### src/hw/typeb_defines.vh
`ifndef TYPEB_DEFINES_VH
`define TYPEB_DEFINES_VH

// ****************************************************
// register offsets
// ****************************************************
`define ADDR_W 6
`define OFS_RX_TUNING 6'h1d
`define OFS_TYPEB_CTRL 6'h1e
`define OFS_TYPEB_STATUS 6'h3e

// ****************************************************
// reset values and writable masks
// ****************************************************
`define RST_RX_TUNING 8'h00
`define RST_TYPEB_CTRL 8'h00
`define MASK_RX_TUNING 8'h7f
`define MASK_TYPEB_CTRL 8'hdf

// ****************************************************
// receiver tuning fields
// ****************************************************
`define BIT_FAST_FILT 6
`define BIT_SIG_DELAY 5
`define BIT_PARITY_OFF 4
`define BIT_WIDE_PLL 3
`define BIT_MANUAL_CORNER 2
`define CORNER_HI 1
`define CORNER_LO 0

// ****************************************************
// type b control fields
// ****************************************************
`define BIT_SOF_REQ 7
`define BIT_EOF_REQ 6
`define BIT_MARKER_WIDTH 4
`define BIT_NO_TX_SOF 3
`define BIT_NO_TX_EOF 2
`define EGT_HI 1
`define EGT_LO 0

// ****************************************************
// marker timing, in etu and carrier cycles
// ****************************************************
`define ETU_FC 128
`define SOF_LOW_MIN_ETU 10
`define SOF_LOW_MAX_ETU 11
`define SOF_HIGH_MIN_ETU 2
`define SOF_HIGH_MAX_ETU 3
`define ADJ_TRIM_FC 8

`endif

### src/hw/marker_gen.v
`include "typeb_defines.vh"

// ****************************************************
// transmit marker and guard time sequencer
// ****************************************************
module marker_gen #(
  parameter ETU = `ETU_FC
) (
  input wire i_core_clk,
  input wire i_rst_n,
  input wire i_fc_tick,
  input wire i_frame_start,
  input wire i_char_end,
  input wire i_frame_end,
  input wire i_no_sof,
  input wire i_no_eof,
  input wire i_width_max,
  input wire i_adjust,
  input wire [1:0] i_egt,
  output reg o_mod_low,
  output reg o_data_phase,
  output reg [2:0] o_phase
);
  localparam [2:0] S_IDLE = 3'd0;
  localparam [2:0] S_SOF_LO = 3'd1;
  localparam [2:0] S_SOF_HI = 3'd2;
  localparam [2:0] S_DATA = 3'd3;
  localparam [2:0] S_GUARD = 3'd4;
  localparam [2:0] S_EOF_LO = 3'd5;
  localparam [11:0] ETU12 = ETU;

  reg [11:0] cnt_r;
  reg [11:0] low_len;
  reg [11:0] high_len;

  // marker lengths from width and adjust
  always @* begin
    if (i_width_max && i_adjust) begin
      low_len = 12'd11 * ETU12 - 12'd`ADJ_TRIM_FC;
      high_len = 12'd2 * ETU12 + 12'd`ADJ_TRIM_FC;
    end else if (i_width_max) begin
      low_len = 12'd`SOF_LOW_MAX_ETU * ETU12;
      high_len = 12'd`SOF_HIGH_MAX_ETU * ETU12;
    end else begin
      low_len = 12'd`SOF_LOW_MIN_ETU * ETU12;
      high_len = 12'd`SOF_HIGH_MIN_ETU * ETU12;
    end
  end

  // sequencer, counting carrier cycles
  always @(posedge i_core_clk or negedge i_rst_n) begin
    if (!i_rst_n) begin
      o_phase <= S_IDLE;
      cnt_r <= 12'h000;
      o_mod_low <= 1'b0;
      o_data_phase <= 1'b0;
    end else begin
      case (o_phase)
        S_IDLE: begin
          if (i_frame_start && i_no_sof) begin
            o_phase <= S_DATA;
            o_data_phase <= 1'b1;
          end else if (i_frame_start) begin
            o_phase <= S_SOF_LO;
            o_mod_low <= 1'b1;
            cnt_r <= low_len;
          end
        end
        S_SOF_LO, S_SOF_HI, S_GUARD, S_EOF_LO: begin
          if (i_fc_tick && cnt_r <= 12'h001) begin
            o_mod_low <= 1'b0;
            if (o_phase == S_SOF_LO) begin
              o_phase <= S_SOF_HI;
              cnt_r <= high_len;
            end else if (o_phase == S_EOF_LO) begin
              o_phase <= S_IDLE;
            end else begin
              o_phase <= S_DATA;
              o_data_phase <= 1'b1;
            end
          end else if (i_fc_tick) begin
            cnt_r <= cnt_r - 12'h001;
          end
        end
        S_DATA: begin
          if (i_frame_end) begin
            o_data_phase <= 1'b0;
            o_phase <= i_no_eof ? S_IDLE : S_EOF_LO;
            o_mod_low <= !i_no_eof;
            cnt_r <= low_len;
          end else if (i_char_end && i_egt != 2'b00) begin
            o_data_phase <= 1'b0;
            o_phase <= S_GUARD;
            cnt_r <= {10'h000, i_egt} * ETU12;
          end
        end
        default: begin
          o_phase <= S_IDLE;
          o_mod_low <= 1'b0;
          o_data_phase <= 1'b0;
        end
      endcase
    end
  end
endmodule // marker_gen

### src/hw/rx_frame_filter.v
`include "typeb_defines.vh"

// ****************************************************
// receive marker check and stripping
// ****************************************************
module rx_frame_filter (
  input wire i_core_clk,
  input wire i_rst_n,
  input wire i_sof_req,
  input wire i_eof_req,
  input wire i_rx_sof,
  input wire i_rx_byte_valid,
  input wire [7:0] i_rx_byte,
  input wire i_rx_eof,
  input wire i_rx_stream_end,
  output reg o_fifo_wr,
  output reg [7:0] o_fifo_data,
  output reg o_proto_err,
  output reg [1:0] o_state
);
  localparam [1:0] R_IDLE = 2'd0;
  localparam [1:0] R_FRAME = 2'd1;
  localparam [1:0] R_DROP = 2'd2;

  // markers never reach the fifo; only data bytes are written
  always @(posedge i_core_clk or negedge i_rst_n) begin
    if (!i_rst_n) begin
      o_state <= R_IDLE;
      o_fifo_wr <= 1'b0;
      o_fifo_data <= 8'h00;
      o_proto_err <= 1'b0;
    end else begin
      o_fifo_wr <= 1'b0;
      o_proto_err <= 1'b0;
      case (o_state)
        R_IDLE: begin
          if (i_rx_sof) begin
            o_state <= R_FRAME;
          end else if (i_rx_byte_valid && i_sof_req) begin
            o_state <= R_DROP;
          end else if (i_rx_byte_valid) begin
            o_state <= R_FRAME;
            o_fifo_wr <= 1'b1;
            o_fifo_data <= i_rx_byte;
          end
        end
        R_FRAME: begin
          if (i_rx_eof) begin
            o_state <= R_IDLE;
          end else if (i_rx_stream_end) begin
            o_state <= R_IDLE;
            o_proto_err <= i_eof_req;
          end else if (i_rx_byte_valid) begin
            o_fifo_wr <= 1'b1;
            o_fifo_data <= i_rx_byte;
          end
        end
        R_DROP: begin
          if (i_rx_eof || i_rx_stream_end) begin
            o_state <= R_IDLE;
          end
        end
        default: begin
          o_state <= R_IDLE;
        end
      endcase
    end
  end
endmodule // rx_frame_filter

### src/hw/typeb_framing_rx_tuning.v
// What this block does
// - fast-filter bit set switches the miller delay filter to fast mode
// - output-delay bit delays signal output by 128 carrier cycles
// - parity-off bit stops parity generation and checking; parity becomes data
// - wide-pll bit extends clock-recovery pll bandwidth
// - manual-corner bit 0 uses automatic corner; 1 applies the field
// - corner field 00..11 selects 106, 212, 424 or 848 khz
// - start-marker-required set discards streams lacking a start marker
// - start-marker-required clear accepts both and strips the marker
// - end-marker-required set flags protocol error when end marker missing
// - end-marker-required clear accepts both and strips the end marker
// - without adjust, width bit picks maximum or minimum marker length
// - width and adjust set give 11 etu-8, 2 etu+8, 11 etu-8
// - suppress-start bit sends frames without start marker
// - suppress-end bit sends frames without end marker
// - guard field gives 0 to 3 extra guard bits between characters

`include "typeb_defines.vh"

module typeb_framing_rx_tuning #(
  parameter ETU = `ETU_FC
) (
  input wire i_core_clk,
  input wire i_rst_n,
  // register port
  input wire [`ADDR_W-1:0] i_addr,
  input wire [7:0] i_wdata,
  input wire i_wr,
  input wire i_rd,
  output reg [7:0] o_rdata,
  // receiver chain controls
  input wire [1:0] i_rx_speed,
  output reg o_fast_miller_filter,
  output reg o_sig_output_delay,
  output reg o_parity_gen_en,
  output reg o_parity_check_en,
  output reg o_wide_pll_bandwidth,
  output reg [1:0] o_highpass_corner,
  // transmit framing
  input wire i_fc_tick,
  input wire i_marker_adjust,
  input wire i_tx_frame_start,
  input wire i_tx_char_end,
  input wire i_tx_frame_end,
  output wire o_tx_mod_low,
  output wire o_tx_data_phase,
  // receive framing
  input wire i_rx_sof,
  input wire i_rx_byte_valid,
  input wire [7:0] i_rx_byte,
  input wire i_rx_eof,
  input wire i_rx_stream_end,
  output wire o_fifo_wr,
  output wire [7:0] o_fifo_data,
  output wire o_proto_err
);

  // ****************************************************
  // registers
  // ****************************************************
  reg [7:0] rx_tuning_r;
  reg [7:0] typeb_ctrl_r;
  reg [7:0] rd_nxt;
  reg proto_err_seen_r;
  wire [2:0] tx_phase;
  wire [1:0] rx_state;

  // software writes; reserved bits never stored
  always @(posedge i_core_clk or negedge i_rst_n) begin
    if (!i_rst_n) begin
      rx_tuning_r <= `RST_RX_TUNING;
      typeb_ctrl_r <= `RST_TYPEB_CTRL;
    end else if (i_wr) begin
      if (i_addr == `OFS_RX_TUNING) begin
        rx_tuning_r <= i_wdata & `MASK_RX_TUNING;
      end
      if (i_addr == `OFS_TYPEB_CTRL) begin
        typeb_ctrl_r <= i_wdata & `MASK_TYPEB_CTRL;
      end
    end
  end

  // sticky error seen, cleared by status read; a new error wins
  always @(posedge i_core_clk or negedge i_rst_n) begin
    if (!i_rst_n) begin
      proto_err_seen_r <= 1'b0;
    end else if (o_proto_err) begin
      proto_err_seen_r <= 1'b1;
    end else if (i_rd && i_addr == `OFS_TYPEB_STATUS) begin
      proto_err_seen_r <= 1'b0;
    end
  end

  // read mux; unmapped reads return zero
  always @* begin
    case (i_addr)
      `OFS_RX_TUNING: rd_nxt = rx_tuning_r;
      `OFS_TYPEB_CTRL: rd_nxt = typeb_ctrl_r;
      `OFS_TYPEB_STATUS: rd_nxt = {2'b00, proto_err_seen_r, rx_state, tx_phase};
      default: rd_nxt = 8'h00;
    endcase
  end

  // read data valid only in the cycle after the strobe
  always @(posedge i_core_clk or negedge i_rst_n) begin
    if (!i_rst_n) begin
      o_rdata <= 8'h00;
    end else if (i_rd) begin
      o_rdata <= rd_nxt;
    end else begin
      o_rdata <= 8'h00;
    end
  end

  // ****************************************************
  // receiver tuning outputs
  // ****************************************************
  reg [1:0] auto_corner;

  // automatic corner follows the receive rate
  always @* begin
    auto_corner = i_rx_speed;
  end

  always @(posedge i_core_clk or negedge i_rst_n) begin
    if (!i_rst_n) begin
      o_fast_miller_filter <= 1'b0;
      o_sig_output_delay <= 1'b0;
      o_parity_gen_en <= 1'b1;
      o_parity_check_en <= 1'b1;
      o_wide_pll_bandwidth <= 1'b0;
      o_highpass_corner <= 2'b00;
    end else begin
      o_fast_miller_filter <= rx_tuning_r[`BIT_FAST_FILT];
      o_sig_output_delay <= rx_tuning_r[`BIT_SIG_DELAY];
      o_parity_gen_en <= !rx_tuning_r[`BIT_PARITY_OFF];
      o_parity_check_en <= !rx_tuning_r[`BIT_PARITY_OFF];
      o_wide_pll_bandwidth <= rx_tuning_r[`BIT_WIDE_PLL];
      if (rx_tuning_r[`BIT_MANUAL_CORNER]) begin
        o_highpass_corner <= rx_tuning_r[`CORNER_HI:`CORNER_LO];
      end else begin
        o_highpass_corner <= auto_corner;
      end
    end
  end

  // ****************************************************
  // transmit markers and guard time
  // ****************************************************
  // width bit selects maximum or minimum length; adjust trims the maximum
  marker_gen #(
    .ETU(ETU)
  ) u_marker_gen (
    .i_core_clk(i_core_clk),
    .i_rst_n(i_rst_n),
    .i_fc_tick(i_fc_tick),
    .i_frame_start(i_tx_frame_start),
    .i_char_end(i_tx_char_end),
    .i_frame_end(i_tx_frame_end),
    .i_no_sof(typeb_ctrl_r[`BIT_NO_TX_SOF]),
    .i_no_eof(typeb_ctrl_r[`BIT_NO_TX_EOF]),
    .i_width_max(typeb_ctrl_r[`BIT_MARKER_WIDTH]),
    .i_adjust(i_marker_adjust),
    .i_egt(typeb_ctrl_r[`EGT_HI:`EGT_LO]),
    .o_mod_low(o_tx_mod_low),
    .o_data_phase(o_tx_data_phase),
    .o_phase(tx_phase)
  );

  // ****************************************************
  // receive marker handling
  // ****************************************************
  // drop streams without start marker
  rx_frame_filter u_rx_frame_filter (
    .i_core_clk(i_core_clk),
    .i_rst_n(i_rst_n),
    .i_sof_req(typeb_ctrl_r[`BIT_SOF_REQ]),
    .i_eof_req(typeb_ctrl_r[`BIT_EOF_REQ]),
    .i_rx_sof(i_rx_sof),
    .i_rx_byte_valid(i_rx_byte_valid),
    .i_rx_byte(i_rx_byte),
    .i_rx_eof(i_rx_eof),
    .i_rx_stream_end(i_rx_stream_end),
    .o_fifo_wr(o_fifo_wr),
    .o_fifo_data(o_fifo_data),
    .o_proto_err(o_proto_err),
    .o_state(rx_state)
  );

endmodule // typeb_framing_rx_tuning

### config.mk
export PLATFORM = sky130hd
export DESIGN_NAME = typeb_framing_rx_tuning
export DESIGN_NICKNAME = d
export VERILOG_FILES = /design/src/hw/marker_gen.v /design/src/hw/rx_frame_filter.v /design/src/hw/typeb_framing_rx_tuning.v
export VERILOG_INCLUDE_DIRS = /design/src /design/src/hw
export SDC_FILE = /design/constraint.sdc
export NUM_CORES = 1
export LEC_CHECK = 0
export ABC_AREA = 1
export BUFFER_PORTS_ARGS = -buffer_cell sky130_fd_sc_hd__buf_2
export CAP_MARGIN = 20
export CORE_MARGIN = 1
export CORE_UTILIZATION = 54
export DETAILED_ROUTE_END_ITERATION = 12
export MAX_ROUTING_LAYER = met4
export PLACE_DENSITY_LB_ADDON = 0.08
export SKIP_LAST_GASP = 1
export SLEW_MARGIN = 20
export SYNTH_ARGS = -nofsm -noshare
export SYNTH_HDL_FRONTEND = slang
export SYNTH_SLANG_ARGS = --single-unit
### constraint.sdc
create_clock -name i_core_clk -period 1.8 [get_ports i_core_clk]
set_input_delay 0.36 -clock i_core_clk [delete_from_list [all_inputs] [get_ports i_core_clk]]
set_output_delay 0.36 -clock i_core_clk [all_outputs]
set_load 0.005 [all_outputs]
Yosys cells after proc, flatten, opt, wreduce, memory -nomap -nowiden
Index checks and enable logic that the tools add are counted.

operators by class
  eq/ne operators = 28
  reduce and logical (&&, ||, !) cells = 24
  $lt $le $gt $ge = 1
  add/sub/neg operators = 1
  muxes and demuxes = 60

operators by type and width
  operator                                               number
  2-to-1 mux 12 bit                                      8
  2-to-1 mux 8 bit                                       9
  case mux 12 bit (3 select lines)                       1
  case mux 8 bit (3 select lines)                        1
  2-to-1 mux 3 bit                                       7
  2-to-1 mux 1 bit                                       20
  != test 2 bit (second input constant)                  9
  2-to-1 mux 2 bit                                       8
  case mux 8 bit (2 select lines)                        1
  equality test 6 x 5 -> 1 bit (second input constant)   2
  <= comparator 12 x 1 -> 1 bit (second input constant)  1
  subtractor 12 x 1 -> 12 bit (second input constant)    1
  AND reduction 5 bit                                    2
  != test 3 x 2 -> 1 bit (second input constant)         3
  case mux 3 bit (3 select lines)                        1
  equality test 3 x 2 -> 1 bit (second input constant)   2
  equality test 3 bit (second input constant)            2
  equality test 6 bit (second input constant)            1
  logical AND 1 bit                                      6
  != test 2 x 1 -> 1 bit (second input constant)         3
  != test 3 bit (second input constant)                  2
  case mux 1 bit (3 select lines)                        2
  case mux 2 bit (3 select lines)                        1
  AND reduction 3 bit                                    2
  other kinds (15)                                       19

word-level totals
  logic and storage cells = 131
  input bits = 37
  output and inout port bits = 27
  register bits = 58

Longest topological paths before layout
Gate-level depths: netlist (run 1).

  word-level depth = 5
  gate-level depth with buffers = 13
  gate-level depth less buffers = 13

Modules after synthesis
From an unflattened synthesis (run 1), not the netlist that was laid out.

unflattened totals
  cells, all modules = 419
  area total of the unflattened synthesis = 3,219.3 µm²

modules (own cells, without submodules)
  module                   times used  sequential area each (µm²)  cells an instance  area an instance (µm²)
  marker_gen               1           425.4                       211                1,325.0
  typeb_framing_rx_tuning  1           726.9                       139                1,292.5
  rx_frame_filter          1           300.3                       69                 601.8

Worst setup path after synthesis (run 1)
OpenSTA, ideal clock, no wires.

  path type = register to register
  start = register u_marker_gen.cnt_r[0]
  end = register u_marker_gen.cnt_r[7]
  setup slack = 0.120 ns
  setup time = 0.113 ns
  period minus slack after synthesis = 1.680 ns
  data required time = 1.687 ns
  arrival = 1.568 ns
  buffers on the path = 0
  stages on the path, launching flop included = 14
  cells stage by stage = dfrtp_1 -> inv_1 -> ha_1 -> inv_1 -> nand2_1 -> nand2_1 -> nor2_1 -> nand2_1 -> nand2_1 -> inv_1 -> a21oi_1 -> nand3_1 -> nand2_1 -> inv_1

on the way
  word-level cells in the longest chain between the ends = 4
  elaborated cells between the ends (all ways) = 9
  those cells by class = 1 x add/sub; 1 x order compare; 2 x eq/ne; 3 x mux; 2 x reduce/logical

RTL lines
  item                                                                                 RTL line                          text
  from (decl)                                                                          marker_gen.v:32                   reg [11:0] cnt_r;
  from (signal assigned)                                                               marker_gen.v:66                   cnt_r <= low_len;
  from (signal assigned)                                                               marker_gen.v:74                   cnt_r <= high_len;
  from (signal assigned)                                                               marker_gen.v:82                   cnt_r <= cnt_r - 12'h001;
  subtractor 12 x 1 -> 12 bit / <= comparator 12 x 1 -> 1 bit (equally long branches)  marker_gen.v:82, marker_gen.v:70
  2-to-1 mux 12 bit / logical AND 1 bit (equally long branches)                        marker_gen.v:81, marker_gen.v:70
  2-to-1 mux 12 bit (tied with other cells)                                            marker_gen.v:70                   if (i_fc_tick && cnt_r <= 12'h001) begin
  case mux 12 bit (3 select lines) / AND reduction 6 bit (equally long branches)       -

Several ways; a longest one is shown, not always the timed one. The select of a mux whose other input is x is not followed.
A chain may end at the register's enable or synchronous reset.

Final worst setup path (run 1)
  start = register u_marker_gen.cnt_r[0]
  end = register u_marker_gen.cnt_r[4]

The elaborated chain is that of the path after synthesis.

==> impl_metrics.csv, run 1 <==
group,metric,value,unit
yosys,netlist_area,2970,um2
cts,clk_latency,330,ps
sta,layout_setup_ws,57.2,ps
final_layout,drive_above_1_share,28.0,%
yosys,syn_avg_cell_area,7.94,um2
sta,worst_pin_slew,430,ps
power,power.density,1560,nW/um2
routing,wl_per_cell,12.5,um
routing,first_pass_iters,4,
power,switching_share,41.4,%
power,power.internal,3.39,mW
routing,drt_iter0_markers,138,
routing,viasPerCell,5.02,
placed_design,place_congestion,0.898,
global_route,grt_pass1_vias,2677,
sta,hold_violations,0,
sta,setup_viol_count_final,0,
die,rows,26,
cts,h-tree-depth,3,
setup_path,reg2reg_depth,12,
final_layout,diodes,0,
setup_path,cp_cell_sequence,"inv_2 -> ha_2 -> inv_1 -> nand2_1 -> nand2_1 -> nor2_2 -> nand2_2 -> nand2_4 -> buf_4 -> o21ai_0 -> o21ai_1 -> nand2_1",
cts,cts_tree,"built",
setup_path,cp_top_family,"simple AND/OR/NAND/NOR gates",
final_layout,fin_util,71.2,%
global_route,grt_usage,26.6,%
yosys,synth_warnings,0,
cts,cts_sinks,58,
global_route,grt_first_pass_wirelength,11800,um
global_route,globalRouteOverflowTotal,0,
yosys,synth-seq-cells,58,
setup_path,slowest_stage,"dfrtp_1",
power,power,5.80,mW
yosys,ys_seq_area_share,48.9,%
routing,routed_wl,6670,um
worst_hold_path,min_path_cells,2,
final_layout,fin_nets,499,
cts,cts_buffers,9,
setup_path,reg2reg_slack,60,ps
sta,finalCritPeriodShare,96.8,%
outcome,status,"complete, no violations",
sta,rsz0062_at_grt,"yes",
routing,vias,2680,
global_route,antenna_found_initial,0,
power,ir_worst_vdd,0.958,mV
worst_hold_path,holdPathEnd,"u_rx_frame_filter.o_proto_err$_DFF_PN0_",
setup_path,critPathCaptureType,"register",
worst_hold_path,hp-class,"input pin to register",
placed_design,dp_hpwl,5020,um
sta,finalMaxSlewViolations,0,
routing,drc,0,
yosys,synth_fp_nets,413,
final_layout,syn2layout_area_growth,24.9,%
yosys,syn_inst,374,
power,clkPwrFrac,19.9,%
die,core-area,5200,um2
die,die_x,76.1,um
routing,ant_nets,0,
sta,clock_skew,10.9,ps
power,combPwrFrac,46.6,%
setup_path,cpMostUsedCell,"nand2_1",
cts,path_clk_slew,60,ps
global_route,grt_max_degree,42,
die,die-area,5800,um2
setup_path,worstReg2RegStart,"u_marker_gen.cnt_r[0]$_DFFE_PN0P_",
sta,layout_min_cycle_time,1740,ps
worst_hold_path,hp-start,"i_rx_eof",
placed_design,port_buffers,63,
setup_path,critical_path_required,2020,ps
power,p_leak,2.02,nW
setup_path,startpoint_type,"register",
setup_path,crit_fanout,6,
cts,cts-root-buf,"clkbuf_8",
setup_path,cp.arrival,1960,ps
setup_path,slowest_delay,400,ps
setup_path,critPathBufInv,3,
power,power.switching,2.40,mW
setup_path,r2r_end,"u_marker_gen.cnt_r[4]$_DFFE_PN0P_",
die,design.portCount,64,
die,die_height,76.1,um
sta,max-slew-margin-rel,71.4,%
sta,fmax,574,MHz
sta,holdWs,192,ps
power,pwr-share-seq,33.5,%
cts,clk_path_buf_depth,2,
job,drv_cap,0,
yosys,synth_cell_types,37,
placed_design,place_ws,46.3,ps
setup_path,crit_type,"register to register",
die,start_util,57.0,%
## layout make-up
type / count / area (um2)
clock buffers: 12 / 145
inverters: 62 / 238
clock inverters: 3 / 40.0
multi-input cells: 249 / 1270
fillers: 433 / 1500
well taps: 70 / 87.6
repair buffers: 80 / 470
flip-flops and latches: 58 / 1460
## stage by stage
stage / cells / setup TNS [ps] / instance area, um2
2_1_floorplan: 374 / 0 / 2970
3_3_place_gp: 514 / 0 / 3450
3_5_place_dp: 514 / 0 / 3450
4_1_cts: 530 / 0 / 3650
5_1_grt: 534 / -152 / 3710
6_report: 534 / 0 / 3710
## flip-flops by register name, summed over array words and instances (netlist names)
name	cells
typeb_ctrl_r	7
o_sig_output_delay	1
u_rx_frame_filter.o_fifo_wr	1
u_rx_frame_filter.o_proto_err	1
proto_err_seen_r	1
o_parity_check_en	1
u_marker_gen.cnt_r	12
rx_tuning_r	7
u_marker_gen.o_phase	3
u_marker_gen.o_data_phase	1
o_wide_pll_bandwidth	1
u_marker_gen.o_mod_low	1
o_rdata	8
u_rx_frame_filter.o_fifo_data	8
u_rx_frame_filter.o_state	2
o_highpass_corner	2
o_fast_miller_filter	1
## placed cells by master, fill, tap and decap left out, types with 5 or more instances in the layout
| cell type | n |
|---|---|
| a21oi_1 | 9 |
| nand2_1 | 88 |
| o21ai_0 | 32 |
| nand3_1 | 25 |
| clkbuf_8 | 10 |
| buf_2 | 63 |
| o21ai_2 | 5 |
| dfrtp_1 | 55 |
| nor2_2 | 5 |
| nor2_1 | 35 |
| inv_1 | 57 |
| buf_4 | 14 |
| o21ai_1 | 7 |
## routing by layer
metal  share of wire, %  vias to the layer above  global-route usage, %
met5                  0                        -                      -
met4                2.0                        0                   10.2
met3                3.3                       15                   6.35
met2                 49                       62                   42.4
met1                 45                     1243                   33.0
li1                   -                     1360                      -
## kinds of logic (layout without fill, tap and decap cells)
family                   after synthesis  after routing  share of synthesized area, %
buffers and inverters                 67            157                          9.02
XOR/XNOR                               4              4                          1.18
flip-flops                            58             58                          48.9
adder cells (fa/ha/maj)                2              2                         0.843
AND/OR/NAND/NOR                      175            175                          26.2
multiplexers                           4              4                          1.52
AO/OA/AOI/OAI                         64             64                          12.3
## worst max-delay path by stage
stage                                             end  cells past startpoint  slack, ps                              start
global route        u_marker_gen.cnt_r[4]$_DFFE_PN0P_                     12       -100  u_marker_gen.cnt_r[0]$_DFFE_PN0P_
floorplan           u_marker_gen.cnt_r[7]$_DFFE_PN0P_                     13        120  u_marker_gen.cnt_r[0]$_DFFE_PN0P_
detailed placement  u_marker_gen.cnt_r[7]$_DFFE_PN0P_                     13         50  u_marker_gen.cnt_r[1]$_DFFE_PN0P_
global placement    u_marker_gen.cnt_r[7]$_DFFE_PN0P_                     13        110  u_marker_gen.cnt_r[1]$_DFFE_PN0P_
CTS                 u_marker_gen.cnt_r[7]$_DFFE_PN0P_                     13         40  u_marker_gen.cnt_r[1]$_DFFE_PN0P_
finish              u_marker_gen.cnt_r[4]$_DFFE_PN0P_                     12         60  u_marker_gen.cnt_r[0]$_DFFE_PN0P_
## worst reg2reg max path, cell delays in order (launching register included)
cell and delay [ps]:
dfrtp_1 400, inv_2 60, ha_2 170, inv_1 40, nand2_1 70, nand2_1 60
nor2_2 140, nand2_2 100, nand2_4 120, buf_4 120, o21ai_0 70, o21ai_1 210
nand2_1 80
## synth_stat cells, drive strengths merged
library cell / n / area [um2]
nor4: 1 / 6.26
a31oi: 1 / 6.26
ha: 2 / 25.0
o22ai: 3 / 18.8
nand2: 95 / 379
a21oi: 11 / 58.8
o21ai: 44 / 239
o211ai: 1 / 7.51
xor2: 3 / 26.3
o21bai: 1 / 7.51
or2: 1 / 6.26
nand3: 28 / 155
nor2: 43 / 189
clkbuf: 1 / 3.75
buf: 4 / 28.8
dfrtp: 57 / 1430
inv: 62 / 235
nor3: 2 / 10.0
nand3b: 1 / 7.51
xnor2: 1 / 8.76
dfstp: 1 / 26.3
o41ai: 1 / 8.76
o221ai: 2 / 17.5
mux2: 4 / 45.0
nand4: 4 / 25.0
## repair_timing
item                                    in CTS  in global routing
endpoints found under the setup margin       0                 12
gates resized for setup                      0                 14
hold buffers                                 1                  0
hold endpoints to repair                    16                  0
buffers inserted                             0                  4
## power groups by stage
stage	Clock, mW	Sequential [mW]	Combinational [mW]
after floorplan	0	1.92	1.78
after global placement	0	1.94	2.52
after detailed placement	0	1.94	2.54
after CTS	1.17	1.93	2.56
after global routing	1.23	1.99	3.07
final	1.15	1.94	2.70
(Power assumes the default switching activity.)
==> run 2: changes to the inputs <==
--- a/config.mk
+++ b/config.mk
@@ -9,8 +9,10 @@
 export ABC_AREA = 1
 export BUFFER_PORTS_ARGS = -buffer_cell sky130_fd_sc_hd__buf_2
 export CAP_MARGIN = 20
+export CELL_PAD_IN_SITES_DETAIL_PLACEMENT = 1
+export CELL_PAD_IN_SITES_GLOBAL_PLACEMENT = 1
 export CORE_MARGIN = 1
-export CORE_UTILIZATION = 54
+export CORE_UTILIZATION = 39
 export DETAILED_ROUTE_END_ITERATION = 12
 export MAX_ROUTING_LAYER = met4
 export PLACE_DENSITY_LB_ADDON = 0.08
==> run 2 against run 1 <==
  * Die area up 37%
  * Clock skew shrank 0.55 ps
  * Combinational power up 12%
  * First-iteration DRC count down 33%
  * Cell area up 4.6%
  * Largest power group unchanged
==> impl_metrics.csv, run 2 (synthesis results as in run 1) <==
group,metric,value,unit
die,core-area,7290,um2
cts,h-tree-depth,3,
sta,finalCritPeriodShare,96.0,%
setup_path,critPathCaptureType,"register",
cts,cts_buffers,9,
cts,cts-root-buf,"clkbuf_8",
cts,clk_path_buf_depth,2,
sta,fmax,579,MHz
global_route,grtUsageMet1,30.7,%
die,start_util,40.7,%
global_route,grt_max_degree,43,
die,rows,31,
final_layout,reg.largest.list,"u_marker_gen.cnt_r (12), o_rdata (8), u_rx_frame_filter.o_fifo_data (8)",
final_layout,final_common_cell,"nand2_1",
final_layout,syn2layout_area_growth,30.6,%
outcome,status,"complete, no violations",
sta,hold_violations,0,
global_route,gr-max-usage-layer,"met2",
setup_path,crit_type,"register to register",
routing,drt_iter0_markers,92,
sta,clock_skew,10.3,ps
global_route,grt_pass1_vias,2798,
routing,routed_wl,8220,um
routing,viasPerCell,4.80,
power,clkPwrFrac,22.2,%
power,power.switching,2.67,mW
setup_path,cp_cell_sequence,"inv_1 -> nand2_1 -> nor2_1 -> nor2_4 -> nor2_4 -> buf_4 -> buf_4 -> o21ai_1",
final_layout,regMostFlops,"u_marker_gen.cnt_r",
final_layout,fin_nets,510,
setup_path,critPathBufInv,3,
sta,layout_min_cycle_time,1730,ps
routing,vias,2761,
setup_path,slowest_delay,440,ps
cts,clk_latency,340,ps
final_layout,drive_above_1_share,31.1,%
routing,wl_per_cell,14.3,um
sta,finalMaxSlewViolations,0,
routing,drc,0,
cts,cts_tree,"built",
cts,cts_sinks,58,
setup_path,cp.arrival,1950,ps
global_route,globalRouteOverflowTotal,0,
cts,path_clk_slew,70,ps
setup_path,crit_fanout,7,
global_route,grt_first_pass_wirelength,13400,um
worst_hold_path,hp-class,"input pin to register",
placed_design,dp_hpwl,6160,um
final_layout,layout_common_cells,"88 x nand2_1, 63 x buf_2, 57 x inv_1",
placed_design,port_buffers,63,
sta,max-slew-margin-rel,71.2,%
power,ir_worst_vdd,0.849,mV
worst_hold_path,hp-start,"i_rx_eof",
final_layout,fill_cells,963,
power,p_leak,2.10,nW
sta,setup_viol_count_final,0,
setup_path,cp_top_family,"simple AND/OR/NAND/NOR gates",
sta,worst_pin_slew,432,ps
routing,ant_nets,0,
power,combPwrFrac,47.4,%
final_layout,diodes,0,
power,power.internal,3.72,mW
setup_path,startpoint,"u_marker_gen.o_phase[1]$_DFFE_PN0P_",
die,die_height,89.2,um
power,power.density,1650,nW/um2
setup_path,slowest_stage,"dfrtp_2",
routing,first_pass_iters,4,
die,design.portCount,64,
global_route,use_met3,4.99,%
power,switching_share,41.8,%
setup_path,startpoint_type,"register",
global_route,antenna_found_initial,0,
setup_path,worstReg2RegStart,"u_marker_gen.o_phase[1]$_DFFE_PN0P_",
final_layout,largest_register_ffs,12,
sta,holdWs,180,ps
die,die-area,7960,um2
final_layout,fin_area,3880,um2
setup_path,critical_path_required,2020,ps
placed_design,place_congestion,0.898,
global_route,met2_usage,36.6,%
job,drv_cap,0,
die,die_x,89.2,um
global_route,grt_usage,23.3,%
power,pwr-share-seq,30.4,%
placed_design,dpl-instance-area,3530,um2
sta,rsz0062_at_grt,"yes",
==> run 2: changes by cell type in the layout (fill, tap and decap cells not counted), sizes merged <==
cell / before / now
buf: 79 / 90
bufinv: 1 / 2
clkbuf: 12 / 11
clkinv: 2 / 1
clkinvlp: 0 / 1
inv: 62 / 63
==> run 2: area by class of cell <==
cell class              count  area (um2)  share of cell area (%)
multi-input cells         249        1280                    33.1
flip-flops and latches     58        1460                    37.5
repair buffers             91         541                    13.9
clock buffers              11         151                    3.90
clock inverters             5        85.1                    2.19
well taps                  99         124                    3.19
inverters                  62         238                    6.13
==> run 2: final timing paths <==
check	depth (start not counted)	endpoint	slack [ps]
max	8	u_marker_gen.cnt_r[10]$_DFFE_PN0P_	70
min	2	u_rx_frame_filter.o_proto_err$_DFF_PN0_	180
max reg2reg	8	u_marker_gen.cnt_r[10]$_DFFE_PN0P_	70
min reg2reg	0	o_wide_pll_bandwidth$_DFF_PN0_	390
max in group asynchronous	3	u_marker_gen.o_phase[1]$_DFFE_PN0P_	730
min in group asynchronous	2	o_highpass_corner[0]$_DFF_PN0_	480
==> run 2: power by group through the flow <==
stage          registers [mW]  logic, mW  clock network [mW]
6_report                 1.94       3.03                1.42
3_5_place_dp             1.94       2.75                   0
4_1_cts                  1.92       2.79                1.45
3_3_place_gp             1.92       2.66                   0
5_1_grt                  1.99       3.46                1.51
2_1_floorplan            1.92       1.78                   0
==> run 2: stage by stage <==
step	power [mW]	utilization [%]	setup slack [ps]	setup TNS, ps	instances
6_report	6.40	53.2	72.0	0	575
5_1_grt	6.96	53.2	-88.5	-355	575
4_1_cts	6.16	51.8	2.81	0	567
3_5_place_dp	4.69	48.4	-9.31	-10.3	550
3_3_place_gp	4.58	48.4	82.2	0	550
2_1_floorplan	3.70	-	120	0	374
==> run 2: repair_timing <==
action                     4_1_cts  5_1_grt
setup buffers                    0        8
hold endpoints to repair        15        0
hold buffers                     1        0
gates resized for setup          1       17
pin swaps                        1        4
setup endpoints to repair        7       16
==> run 2: routing by layer <==
| metal | vias up | share of wire, % |
|---|---|---|
| li1 | 1385 | - |
| met1 | 1321 | 47 |
| met2 | 45 | 49 |
| met3 | 10 | 2.6 |
| met4 | 0 | 1.3 |
| met5 | - | 0 |
